File: config.mk
export PLATFORM = sky130hd
export DESIGN_NAME = dca_top
export DESIGN_NICKNAME = d
export VERILOG_FILES = /design/src/logic/dca_sync.sv /design/src/logic/dca_top.sv
export SDC_FILE = /design/constraint.sdc
export NUM_CORES = 1
export LEC_CHECK = 0
export ABC_AREA = 1
export BUFFER_PORTS_ARGS = -buffer_cell sky130_fd_sc_hd__buf_2
export CAP_MARGIN = 20
export CORE_UTILIZATION = 48
export CTS_CLUSTER_DIAMETER = 60
export DETAILED_ROUTE_END_ITERATION = 10
export PLACE_DENSITY = 0.74
export SETUP_SLACK_MARGIN = 0.1
export SKIP_LAST_GASP = 1
export SLEW_MARGIN = 20
export SYNTH_ARGS = -nofsm -noshare
export SYNTH_HDL_FRONTEND = slang
export SYNTH_SLANG_ARGS = --single-unit
File: constraint.sdc
create_clock -name ref_clk -period 3.36 [get_ports ref_clk]
set_input_delay 0.168 -clock ref_clk [delete_from_list [all_inputs] [get_ports ref_clk]]
set_output_delay 0.168 -clock ref_clk [all_outputs]
set_load 0.01 [all_outputs]
File: src/logic/dca_sync.sv
// shared constants for the dram command/address input block, and the
// two-flop pin synchroniser. assumes one clock, async active-low reset.
`timescale 1ns/10ps
`default_nettype none

package dca_pkg;
	// command code is {cs_n, ras_n, cas_n, we_n}
	localparam logic [3:0] CMD_MRS = 4'h0;
	localparam logic [3:0] CMD_REF = 4'h1;
	localparam logic [3:0] CMD_PRE = 4'h2;
	localparam logic [3:0] CMD_ACT = 4'h3;
	localparam logic [3:0] CMD_WR = 4'h4;
	localparam logic [3:0] CMD_RD = 4'h5;
	localparam logic [3:0] CMD_NOP = 4'h7;
	localparam int AP_BIT = 10;
	localparam int BC_BIT = 12;
	localparam int TERMINATION_STROBE_COMP_BIT = 11;
	localparam int BA_MR_MSB = 2;
	localparam int MR1_RTT_B0 = 2;
	localparam int MR1_RTT_B1 = 6;
	localparam int MR1_RTT_B2 = 9;
	localparam int MR2_RTTWR_LO = 9;
	localparam int MR2_RTTWR_HI = 10;
	localparam logic [1:0] MR0_BL_OTF = 2'h1;
	localparam logic [1:0] MR_IDX_ZERO = 2'h0;
	localparam logic [1:0] MR_IDX_ONE = 2'h1;
	localparam logic [1:0] MR_IDX_TWO = 2'h2;
	localparam logic [14:0] MR_RESET = 15'h0000;
	localparam logic [3:0] BEATS_FULL = 4'h8;
	localparam logic [3:0] BEATS_CHOP = 4'h4;
	typedef enum {PWR_ACTIVE, PWR_PRE_PD, PWR_ACT_PD, PWR_SELF_REF} dca_pwr_e;
endpackage

////////////////////////////////////////////////////////////////////////////////

module dca_sync #(
	parameter int W = 1
) (
	input wire logic ref_clk,
	input wire logic rst_n,
	input wire logic [W-1:0] d,
	output logic [W-1:0] q
);
	logic [W-1:0] meta_reg;

	// meta_reg is read by q only
	always_ff @(posedge ref_clk or negedge rst_n) begin
		if (!rst_n) begin
			meta_reg <= '0;
			q <= '0;
		end else begin
			meta_reg <= d;
			q <= meta_reg;
		end
	end
endmodule

`default_nettype wire

File: src/logic/dca_top.sv
// command, address and control input logic of a ddr dram device.
// assumes pins arrive unsynchronised; ref_clk much faster than the pin clock.
`timescale 1ns/10ps
`default_nettype none

module dca_top #(
	parameter int BANK_W = 3,
	parameter int ROW_W = 15,
	parameter int COL_W = 10
) (
	input wire logic ref_clk,
	input wire logic resetn,
	input wire logic diff_clock_true,
	input wire logic diff_clock_comp,
	input wire logic clock_gate,
	input wire logic chip_select_n,
	input wire logic row_strobe_n,
	input wire logic col_strobe_n,
	input wire logic write_enable_n,
	input wire logic [BANK_W-1:0] bank_select,
	input wire logic [ROW_W-1:0] address_bus,
	input wire logic termination_enable,
	input wire logic write_mask,
	input wire logic data_strobe,
	output logic cmd_valid,
	output logic [3:0] cmd_code,
	output logic [BANK_W-1:0] cmd_bank,
	output logic [ROW_W-1:0] row_addr,
	output logic [COL_W-1:0] col_addr,
	output logic auto_precharge,
	output logic precharge_all,
	output logic burst_chop,
	output logic [(1<<BANK_W)-1:0] open_banks,
	output logic clocks_enable,
	output logic buffers_enable,
	output logic self_refresh,
	output logic active_power_down,
	output logic precharge_power_down,
	output logic termination_on,
	output logic termination_strobe_on,
	output logic mask_mode,
	output logic beat_valid,
	output logic beat_discard
);
	localparam int NB = 1 << BANK_W;
	localparam int SW = 10 + BANK_W + ROW_W;

	if (ROW_W <= dca_pkg::BC_BIT || COL_W > ROW_W || BANK_W <= dca_pkg::BA_MR_MSB) begin : g_chk
		$error("dca_top: address or bank width too small");
	end

	function automatic logic is_access(input logic [3:0] c);
		is_access = (c == dca_pkg::CMD_RD) || (c == dca_pkg::CMD_WR);
	endfunction

	////////////////////////////////////////////////////////////////////////////
	// reset release and pin synchronisers

	logic rst_meta_reg;
	logic rst_n;

	always_ff @(posedge ref_clk or negedge resetn) begin
		if (!resetn) begin
			rst_meta_reg <= 1'b0;
			rst_n <= 1'b0;
		end else begin
			rst_meta_reg <= 1'b1;
			rst_n <= rst_meta_reg;
		end
	end

	logic [SW-1:0] pins_s;
	logic ckt_s, ckc_s, cke_s, odt_s, dm_s, dqs_s;
	logic [3:0] cmd_s;
	logic [BANK_W-1:0] ba_s;
	logic [ROW_W-1:0] addr_s;

	dca_sync #(.W(SW)) u_sync (
		.ref_clk(ref_clk),
		.rst_n(rst_n),
		.d({diff_clock_true, diff_clock_comp, clock_gate, termination_enable,
			write_mask, data_strobe, chip_select_n, row_strobe_n,
			col_strobe_n, write_enable_n, bank_select, address_bus}),
		.q(pins_s)
	);
	assign {ckt_s, ckc_s, cke_s, odt_s, dm_s, dqs_s, cmd_s, ba_s, addr_s} = pins_s;

	////////////////////////////////////////////////////////////////////////////
	// clock crossing detect

	logic ck_prev_reg;
	logic ck_pos;
	logic ck_rise;

	assign ck_pos = ckt_s & ~ckc_s;
	assign ck_rise = ck_pos & ~ck_prev_reg;

	always_ff @(posedge ref_clk or negedge rst_n) begin
		if (!rst_n) begin
			ck_prev_reg <= 1'b0;
		end else begin
			ck_prev_reg <= ck_pos;
		end
	end

	////////////////////////////////////////////////////////////////////////////
	// power state

	dca_pkg::dca_pwr_e pwr_reg;
	logic take_cmd;
	logic sr_enter;

	// refresh seen with clock-gate low while active: self-refresh starts at this edge
	assign sr_enter = ck_rise && !cke_s && cmd_s == dca_pkg::CMD_REF
		&& pwr_reg == dca_pkg::PWR_ACTIVE;

	// commands only while clocks run and chip-select low
	assign take_cmd = ck_rise && cke_s && pwr_reg == dca_pkg::PWR_ACTIVE
		&& !cmd_s[3];

	always_ff @(posedge ref_clk or negedge rst_n) begin
		if (!rst_n) begin
			pwr_reg <= dca_pkg::PWR_ACTIVE;
		end else begin
			case (pwr_reg)
				dca_pkg::PWR_ACTIVE: begin
					if (ck_rise && !cke_s) begin
						if (cmd_s == dca_pkg::CMD_REF) begin
							pwr_reg <= dca_pkg::PWR_SELF_REF;
						end else if (|open_banks) begin
							pwr_reg <= dca_pkg::PWR_ACT_PD;
						end else begin
							pwr_reg <= dca_pkg::PWR_PRE_PD;
						end
					end
				end
				dca_pkg::PWR_PRE_PD, dca_pkg::PWR_ACT_PD: begin
					if (ck_rise && cke_s) begin
						pwr_reg <= dca_pkg::PWR_ACTIVE;
					end
				end
				dca_pkg::PWR_SELF_REF: begin
					// level alone is enough, input clock may be stopped
					if (cke_s) begin
						pwr_reg <= dca_pkg::PWR_ACTIVE;
					end
				end
				default: pwr_reg <= dca_pkg::PWR_ACTIVE;
			endcase
		end
	end

	assign clocks_enable = pwr_reg == dca_pkg::PWR_ACTIVE;
	assign buffers_enable = pwr_reg == dca_pkg::PWR_ACTIVE;
	assign self_refresh = pwr_reg == dca_pkg::PWR_SELF_REF;
	assign active_power_down = pwr_reg == dca_pkg::PWR_ACT_PD;
	assign precharge_power_down = pwr_reg == dca_pkg::PWR_PRE_PD;

	////////////////////////////////////////////////////////////////////////////
	// command capture

	logic otf_en;

	always_ff @(posedge ref_clk or negedge rst_n) begin
		if (!rst_n) begin
			cmd_valid <= 1'b0;
			cmd_code <= dca_pkg::CMD_NOP;
			cmd_bank <= '0;
			row_addr <= '0;
			col_addr <= '0;
			auto_precharge <= 1'b0;
			precharge_all <= 1'b0;
			burst_chop <= 1'b0;
		end else begin
			cmd_valid <= take_cmd;
			if (take_cmd) begin
				cmd_code <= cmd_s;
				cmd_bank <= ba_s;
				row_addr <= addr_s;
				col_addr <= addr_s[COL_W-1:0];
				auto_precharge <= is_access(cmd_s) && addr_s[dca_pkg::AP_BIT];
				precharge_all <= cmd_s == dca_pkg::CMD_PRE && addr_s[dca_pkg::AP_BIT];
				// chop only when burst length is on-the-fly
				burst_chop <= is_access(cmd_s) && otf_en
					&& !addr_s[dca_pkg::BC_BIT];
			end
		end
	end

	////////////////////////////////////////////////////////////////////////////
	// mode registers

	logic [ROW_W-1:0] mr_reg [0:3];
	logic odt_allowed;

	assign otf_en = mr_reg[dca_pkg::MR_IDX_ZERO][1:0] == dca_pkg::MR0_BL_OTF;
	assign mask_mode = !mr_reg[dca_pkg::MR_IDX_ONE][dca_pkg::TERMINATION_STROBE_COMP_BIT];
	assign odt_allowed = mr_reg[dca_pkg::MR_IDX_ONE][dca_pkg::MR1_RTT_B0]
		|| mr_reg[dca_pkg::MR_IDX_ONE][dca_pkg::MR1_RTT_B1]
		|| mr_reg[dca_pkg::MR_IDX_ONE][dca_pkg::MR1_RTT_B2]
		|| |mr_reg[dca_pkg::MR_IDX_TWO][dca_pkg::MR2_RTTWR_HI:dca_pkg::MR2_RTTWR_LO];

	// upper bank bit must be zero for a valid register select
	always_ff @(posedge ref_clk or negedge rst_n) begin
		if (!rst_n) begin
			for (int i = 0; i < 4; i++) begin
				mr_reg[i] <= ROW_W'(dca_pkg::MR_RESET);
			end
		end else if (take_cmd && cmd_s == dca_pkg::CMD_MRS && !ba_s[dca_pkg::BA_MR_MSB]) begin
			mr_reg[ba_s[1:0]] <= addr_s;
		end
	end

	////////////////////////////////////////////////////////////////////////////
	// bank row tracking

	// auto-precharge closes the row at command time, burst timing not modelled
	for (genvar b = 0; b < NB; b++) begin : g_bank
		logic hit;
		assign hit = ba_s == BANK_W'(b);
		always_ff @(posedge ref_clk or negedge rst_n) begin
			if (!rst_n) begin
				open_banks[b] <= 1'b0;
			end else if (take_cmd) begin
				if (cmd_s == dca_pkg::CMD_ACT && hit) begin
					open_banks[b] <= 1'b1;
				end else if (cmd_s == dca_pkg::CMD_PRE
					&& (hit || addr_s[dca_pkg::AP_BIT])) begin
					open_banks[b] <= 1'b0;
				end else if (is_access(cmd_s) && hit && addr_s[dca_pkg::AP_BIT]) begin
					open_banks[b] <= 1'b0;
				end
			end
		end
	end

	////////////////////////////////////////////////////////////////////////////
	// termination

	always_ff @(posedge ref_clk or negedge rst_n) begin
		if (!rst_n) begin
			termination_on <= 1'b0;
		// the entry edge counts too, else the pin level leaks into the first cycle
		end else if (pwr_reg == dca_pkg::PWR_SELF_REF || sr_enter || !odt_allowed) begin
			termination_on <= 1'b0;
		end else if (ck_rise) begin
			termination_on <= odt_s;
		end
	end

	assign termination_strobe_on = termination_on && !mask_mode;

	////////////////////////////////////////////////////////////////////////////
	// write mask on both strobe edges

	logic dqs_prev_reg;
	logic [3:0] beats_reg;
	logic dqs_edge;

	assign dqs_edge = dqs_s ^ dqs_prev_reg;

	// beats counted from the first strobe edge after the write
	always_ff @(posedge ref_clk or negedge rst_n) begin
		if (!rst_n) begin
			dqs_prev_reg <= 1'b0;
			beats_reg <= '0;
			beat_valid <= 1'b0;
			beat_discard <= 1'b0;
		end else begin
			dqs_prev_reg <= dqs_s;
			beat_valid <= 1'b0;
			beat_discard <= 1'b0;
			if (take_cmd && cmd_s == dca_pkg::CMD_WR) begin
				beats_reg <= (otf_en && !addr_s[dca_pkg::BC_BIT])
					? dca_pkg::BEATS_CHOP : dca_pkg::BEATS_FULL;
			end else if (dqs_edge && beats_reg != '0) begin
				beats_reg <= beats_reg - 4'h1;
				beat_valid <= 1'b1;
				beat_discard <= dm_s && mask_mode;
			end
		end
	end
endmodule

`default_nettype wire

Word level (Yosys, flattened, before mapping)
Cells that the tools add are included.
Word-level totals
  flip-flop bits (word level): 203
  latch bits: 0
  memory bits (writable): 0
  memory bits (read-only): 0
  logic and storage cells: 201
  memories kept: 0
Operators by class
  $add $sub $neg: 1
  $mul: 0
  div/mod/pow operators: 0
  $lt $le $gt $ge: 2
  equality and inequality tests: 22
  shift operators: 0
  muxes and demuxes: 42
  bitwise operators: 6
  reductions and logical operators: 97
Operator list (number)
  equality test 32 x 2 -> 1 bit (second input constant): 3
  2-to-1 mux 32 bit: 3
  one-hot mux 32 bit (3 select lines): 1
  equality test 32 x 3 -> 1 bit (second input constant): 2
  logical NOT 32 bit: 2
  bitwise mux 60 bit: 1
  logical AND 1 bit: 50
  equality test 32 x 1 -> 1 bit (second input constant): 1
  demux 15 bit (select 2 bit): 1
  2-to-1 mux 1 bit: 30
  nonzero test 3 bit: 8
  AND reduction 2 bit: 8
  2-to-1 mux 15 bit: 1
  logical OR 1 bit: 14
  equality test 3 bit (second input constant): 4
  2-to-1 mux 4 bit: 3
  equality test 4 x 2 -> 1 bit (second input constant): 2
  equality test 4 x 3 -> 1 bit (second input constant): 2
  OR reduction 8 bit: 1
  equality test 3 x 2 -> 1 bit (second input constant): 2
  logical NOT 1 bit: 6
  equality test 4 x 1 -> 1 bit (second input constant): 1
  logical NOT 4 bit: 1
  2-to-1 mux 2 bit: 2
  16 further kinds: 21

Depth between registers and ports, before layout
  depth after elaboration: 9
  depth in mapped cells: 10
  depth with buffers taken out: 10

Hierarchy
A second synthesis with hierarchy kept.
Second synthesis, totals
  cell total of the unflattened synthesis: 413
  area, all modules: 4236.6 µm²
By module, submodules not included
  dca_top: times used 1, cells an instance 357, area each 2835.2 µm²
  dca_sync: times used 1, cells an instance 56, area each 1401.3 µm²

Worst setup path before layout
OpenSTA, ideal clock, no wires.
  kind: register to register
  start: reg pwr_reg[0]
  end: reg mr_reg[24] in the netlist's numbering
  arrival: 1.487 ns
  slack: 1.756 ns
  stages on the path, launching flop included: 11
  period minus slack after synthesis: 1.604 ns
  cells stage by stage: dfrtp_1 -> inv_1 -> ha_1 -> inv_2 -> nor2_4 -> inv_2 -> nor2_4 -> buf_6 -> nand4_1 -> nand2_1 -> nand2_1
On the way
  word-level cells in the longest chain between the ends: 5
Ends and longest elaborated chain
  start: declaration: line dca_top.sv:109  | dca_pkg::dca_pwr_e pwr_reg;
  start signal: assignment: line dca_top.sv:123  | pwr_reg <= dca_pkg::PWR_ACTIVE;
  start signal: assignment: line dca_top.sv:129  | pwr_reg <= dca_pkg::PWR_SELF_REF;
  start signal: assignment: line dca_top.sv:131  | pwr_reg <= dca_pkg::PWR_ACT_PD;
  logical NOT 32 bit
  via buffers_enable: line dca_top.sv:35  | output logic buffers_enable,
  logical AND 1 bit: line dca_top.sv:118  | assign take_cmd = ck_rise && cke_s && pwr_reg == dca_pkg::PWR_ACTIVE
  logical AND 1 bit: line dca_top.sv:119  | && !cmd_s[3];
  logical AND 1 bit (2 in a row): line dca_top.sv:209  | end else if (take_cmd && cmd_s == dca_pkg::CMD_MRS && !ba_s[dca_pkg::BA_MR_MSB]) begin
  end signal: indexed assignment: line dca_top.sv:207  | mr_reg[i] <= ROW_W'(dca_pkg::MR_RESET);
  end signal: indexed assignment: line dca_top.sv:210  | mr_reg[ba_s[1:0]] <= addr_s;
  end: declaration: line dca_top.sv:193  | logic [ROW_W-1:0] mr_reg [0:3];
The timed path passes the listed nets, and every way through them passes these cells.
A chain may end at the register's enable or synchronous reset.

Worst setup path in the final report
  start: reg pwr_reg[0]
  end: reg precharge_all
On the way
  word-level cells in the longest chain between the ends: 3
Ends and longest elaborated chain
  logical NOT 32 bit: line dca_top.sv:118
  logical AND 1 bit: line dca_top.sv:118
  logical AND 1 bit: line dca_top.sv:119
  end signal: assignment: line dca_top.sv:182  | precharge_all <= cmd_s == dca_pkg::CMD_PRE && addr_s[dca_pkg::AP_BIT];
  end: declaration: line dca_top.sv:31  | output logic precharge_all,
Every way passes these cells.

==> impl.org <==
** STA
- Across the routed clock network, the largest skew measured is 0.0108 ns.
- Setup repair after global routing missed its margin :: false
- The clock period could shrink to 2.01 ns.
- Once routing completed, OpenROAD measured the worst setup slack at 1.35 ns.
- Number of failing setup endpoints in the final timing report :: 0
- Worst hold slack :: 0.103 ns
- Summed over all failing endpoints, the final setup total negative slack is 0 ns.
- Final count of hold timing violations :: 0
- Worst max-slew margin expressed relative to the limit :: 0.536
- The max-slew violation total from the final report came to 0.
- Period utilization :: 0.597
- Derived from the worst setup path, the maximum achievable clock frequency is 498 MHz.
- For the pin with the worst max-slew slack, the measured transition is 0.696 ns.

** Logic synthesis
- Synthesis produced 378 cells.
- Number of flops mapped to enable cells by yosys :: 0
- Top-count cell post-synth :: nand2_1
- After synthesis, the most frequently instantiated cells are nand2_1, dfrtp_1, inv_1, nand3_1, nor2_1.
- Among all flip-flop cells after synthesis, the most frequent one is dfrtp_1.
- Portion of the post-synthesis area used by sequential elements :: 0.686
- Synth top area share :: 0.666
- Of all flip-flops after synthesis, the portion carrying an async set or reset was 1.00.
- The number of nets in the synthesized netlist is 413.
- The Yosys step of the flow raised 0 warnings.
- Synth area leader :: dfrtp_1
- Counting distinct cell types in the post-synthesis netlist gives 27.
- After synthesis the netlist holds a flip-flop and latch count of 111.
- Combined area of all synthesized cells :: 4060 µm²
- In the post-synthesis netlist, the biggest area contributors are dfrtp_1, nand2_1, nand3_1, inv_1, buf_4.
- Dividing the synthesized area by the synthesized cell count gives 10.7 µm².

** Clock tree
- Maximum level of the CTS H-tree :: 3
- In this run the deepest clock path goes through 2 buffers.
- Number of buffers created by CTS :: 9
- Clock transition time at the flip-flop clock pins of the worst setup and hold paths :: 0.11 ns
- Post-CTS repair changed the size of 0 cells.
- The tree built by TritonCTS fans out to 111 sinks.
- CTS Root Cell :: clkbuf_8
- TritonCTS built the clock tree.
- The later pin in the worst-skew pair is clocked with a latency of 0.38 ns.

** Routing
- Number of DRC violations after detailed-routing iteration 0 :: 161
- Wire length per cell :: 12.6 µm
- Vias/cell :: 4.78
- The routed layout has 2851 vias.
- Total DRC errors in the routed layout :: 0
- Detail Route Antenna Nets :: 0
- The routed design has 7550 µm of wire.
- The first detailed-routing pass ran for 4 iterations.

** Global routing
- The first global-routing pass estimated 12800 µm of wire.
- Antenna violations before repair :: 0
- Largest net degree at the start of global routing :: 58
- Vias in the first global route :: 2865
- In the global route stage, overall resource usage came out at 0.194.
- The total overflow left after global routing is 0.

** Finish
- Synth-to-Final Area Change :: 22.9%
- Excluding fillers, the count of instances in the completed layout stands at 597.
- Antenna diode count :: 0
- The net count of the finished layout is 522.
- Summing all non-filler instances in the final layout gives an area of 4980 µm².
- Ratio of cells with drive above 1 in the final layout :: 0.242
- Fill count :: 706

** Setup path
- Counting stages on the worst path, the most repeated cell is inv_2.
- Cell at the slowest stage of the critical path :: dfrtp_1
- Crit-path cells :: inv_1, ha_1, inv_2, nor2_4, inv_2, nor2_4, inv_2, nand2_1, o21ai_1
- The endpoint identified for the worst register-to-register timing path is precharge_all.
- STA classifies the critical path startpoint as a flop.
- The worst setup path is captured at a flop.
- Worst Setup Path Type :: reg -> reg
- Worst path required time :: 3.62 ns
- Number of cells on the worst reg-to-reg path :: 9
- R2R Path Start :: pwr_reg[0]
- Crit-path max FO :: 30
- CP arrival :: 2.27 ns
- On the worst path, the slowest cell contributes a delay of 0.43 ns.
- Register-to-Register Setup Slack :: 1.35 ns

** Placed design
- Last weighted congestion value of the routability-driven placer :: 0.821
- After detailed placement, the total cell area comes to 4500 µm².
- Cells after DPL :: 552
- Prior to clock tree synthesis, the placed netlist has a worst setup slack of 1.39 ns.
- During placement, the flow inserted port buffers numbering 83.
- Half-perimeter wire length of the detailed placement result :: 5210 µm

** Pwr
- Of the total power, the clock network draws 0.231.
- Of the total power, the share spent switching nets is 0.333.
- Peak supply drop :: 369 µV
- Internal power :: 2180 µW
- For this design the ratio of total power to cell area is 655 nW/µm².
- The share of total power dissipated in sequential elements is 0.525.
- Sw power :: 1080 µW
- For this design the static power due to leakage is 0.00265 µW.
- Share of power burned in combinational logic :: 0.244

** Outcome
- The flow ran to the end, and the final reports show no timing, DRC or antenna violations.

** Die
- Effective utilization at floorplan :: 0.496
- I/O pin count :: 84
- The die covers 8820 µm².
- Measured along the y axis, the die boundary spans 93.9 µm.
- Core area :: 8180 µm²
- Die outline width :: 93.9 µm
- In this run the core area contains 33 standard-cell rows.

** Job
- Max-cap violations :: 0

** Worst hold path
- The path class of the tightest hold or removal check is in -> async.
layout by cell type, fill, tap and decap left out:
master,synthesis,final
o21a_1,1,1
conb_1,1,1
dlygate4sd3_1,0,29
o21ai_0,6,6
nor3_1,3,3
clkinvlp_4,0,1
nand3_2,1,1
a21oi_1,1,1
nand4_4,1,1
buf_4,11,3
nor2_1,19,19
buf_2,4,83
nand4_2,1,1
o21ai_1,12,12
mux2i_1,1,1
ha_1,5,5
nor2_4,3,3
nand4_1,6,6
clkinv_4,0,3
dfrtp_4,0,1
dfstp_2,3,3
nor2_2,1,1
xnor2_1,2,2
clkbuf_8,0,9
o211ai_1,1,1
inv_2,5,5
nand3_1,24,24
inv_1,27,27
nor3_4,1,1
inv_8,0,2
dfrtp_1,108,107
nand2_1,128,128
inv_6,0,1
critical path, delay by kind of cell, from the launching register on:
| kind | cells | cell delay [ns] |
|---|---|---|
| adder cells (fa/ha/maj) | 1 | 0.26 |
| AND/OR/NAND/NOR | 3 | 0.60 |
| flip-flops | 1 | 0.43 |
| buffers and inverters | 4 | 0.54 |
| AO/OA/AOI/OAI | 1 | 0.07 |
cell families (layout without fill, tap and decap cells):
family          count (synthesis)  in the layout  share of synthesized area
simple gates                  188            188                      0.203
fa+ha+maj                       5              5                     0.0154
compound gates                 21             21                     0.0272
flops                         111            111                      0.686
xor+xnor                        2              2                    0.00432
buf+inv                        49            163                     0.0605
other cells                     1              1                   0.000925
mux                             1              1                    0.00247
layout make-up:
class	count	area [µm²]	share of cell area
clock buffers	9	124	0.0249
repair buffers	115	728	0.146
well taps	105	131	0.0264
flip-flops and latches	111	2790	0.559
multi-input cells	218	1030	0.206
clock inverters	7	65.1	0.0131
inverters	32	120	0.0241
through the flow:
stage / util / power (µW)
CTS: 0.609 / 3300
global route: 0.609 / 3470
floorplan: - / 2270
global placement: 0.551 / 2480
detailed placement: 0.551 / 2510
finish: 0.609 / 3260
repair_timing:
| action | 4_1_cts | 5_1_grt |
|---|---|---|
| hold endpoints to repair | 30 | 0 |
| buffers inserted | 0 | 0 |
| hold buffers | 29 | 0 |
power groups by stage:
stage                     clock network [µW]  registers [µW]  logic (µW)
after floorplan                            0            1780         483
after global placement                     0            1730         744
after detailed placement                   0            1740         776
after CTS                                778            1720         802
after global routing                     829            1750         899
final                                    754            1710         795
per-layer routing:
metal  track usage  vias up  routed length, µm
met5             0        -                  0
met4         0.103        0                196
met3        0.0453       20                325
met2         0.314       72               3780
met1         0.241     1371               3250
li1              -     1388                  -
worst max path at each step:
stage | start | endpoint | cells past startpoint
final | pwr_reg[0] | precharge_all | 9
after global routing | pwr_reg[0] | cmd_bank[0] | 9
after CTS | pwr_reg[0] | precharge_all | 9
after detailed placement | pwr_reg[0] | cmd_bank[0] | 9
after global placement | pwr_reg[0] | auto_precharge | 9
after floorplan | rst_n | auto_precharge | 0
(Power assumes the default switching activity.)
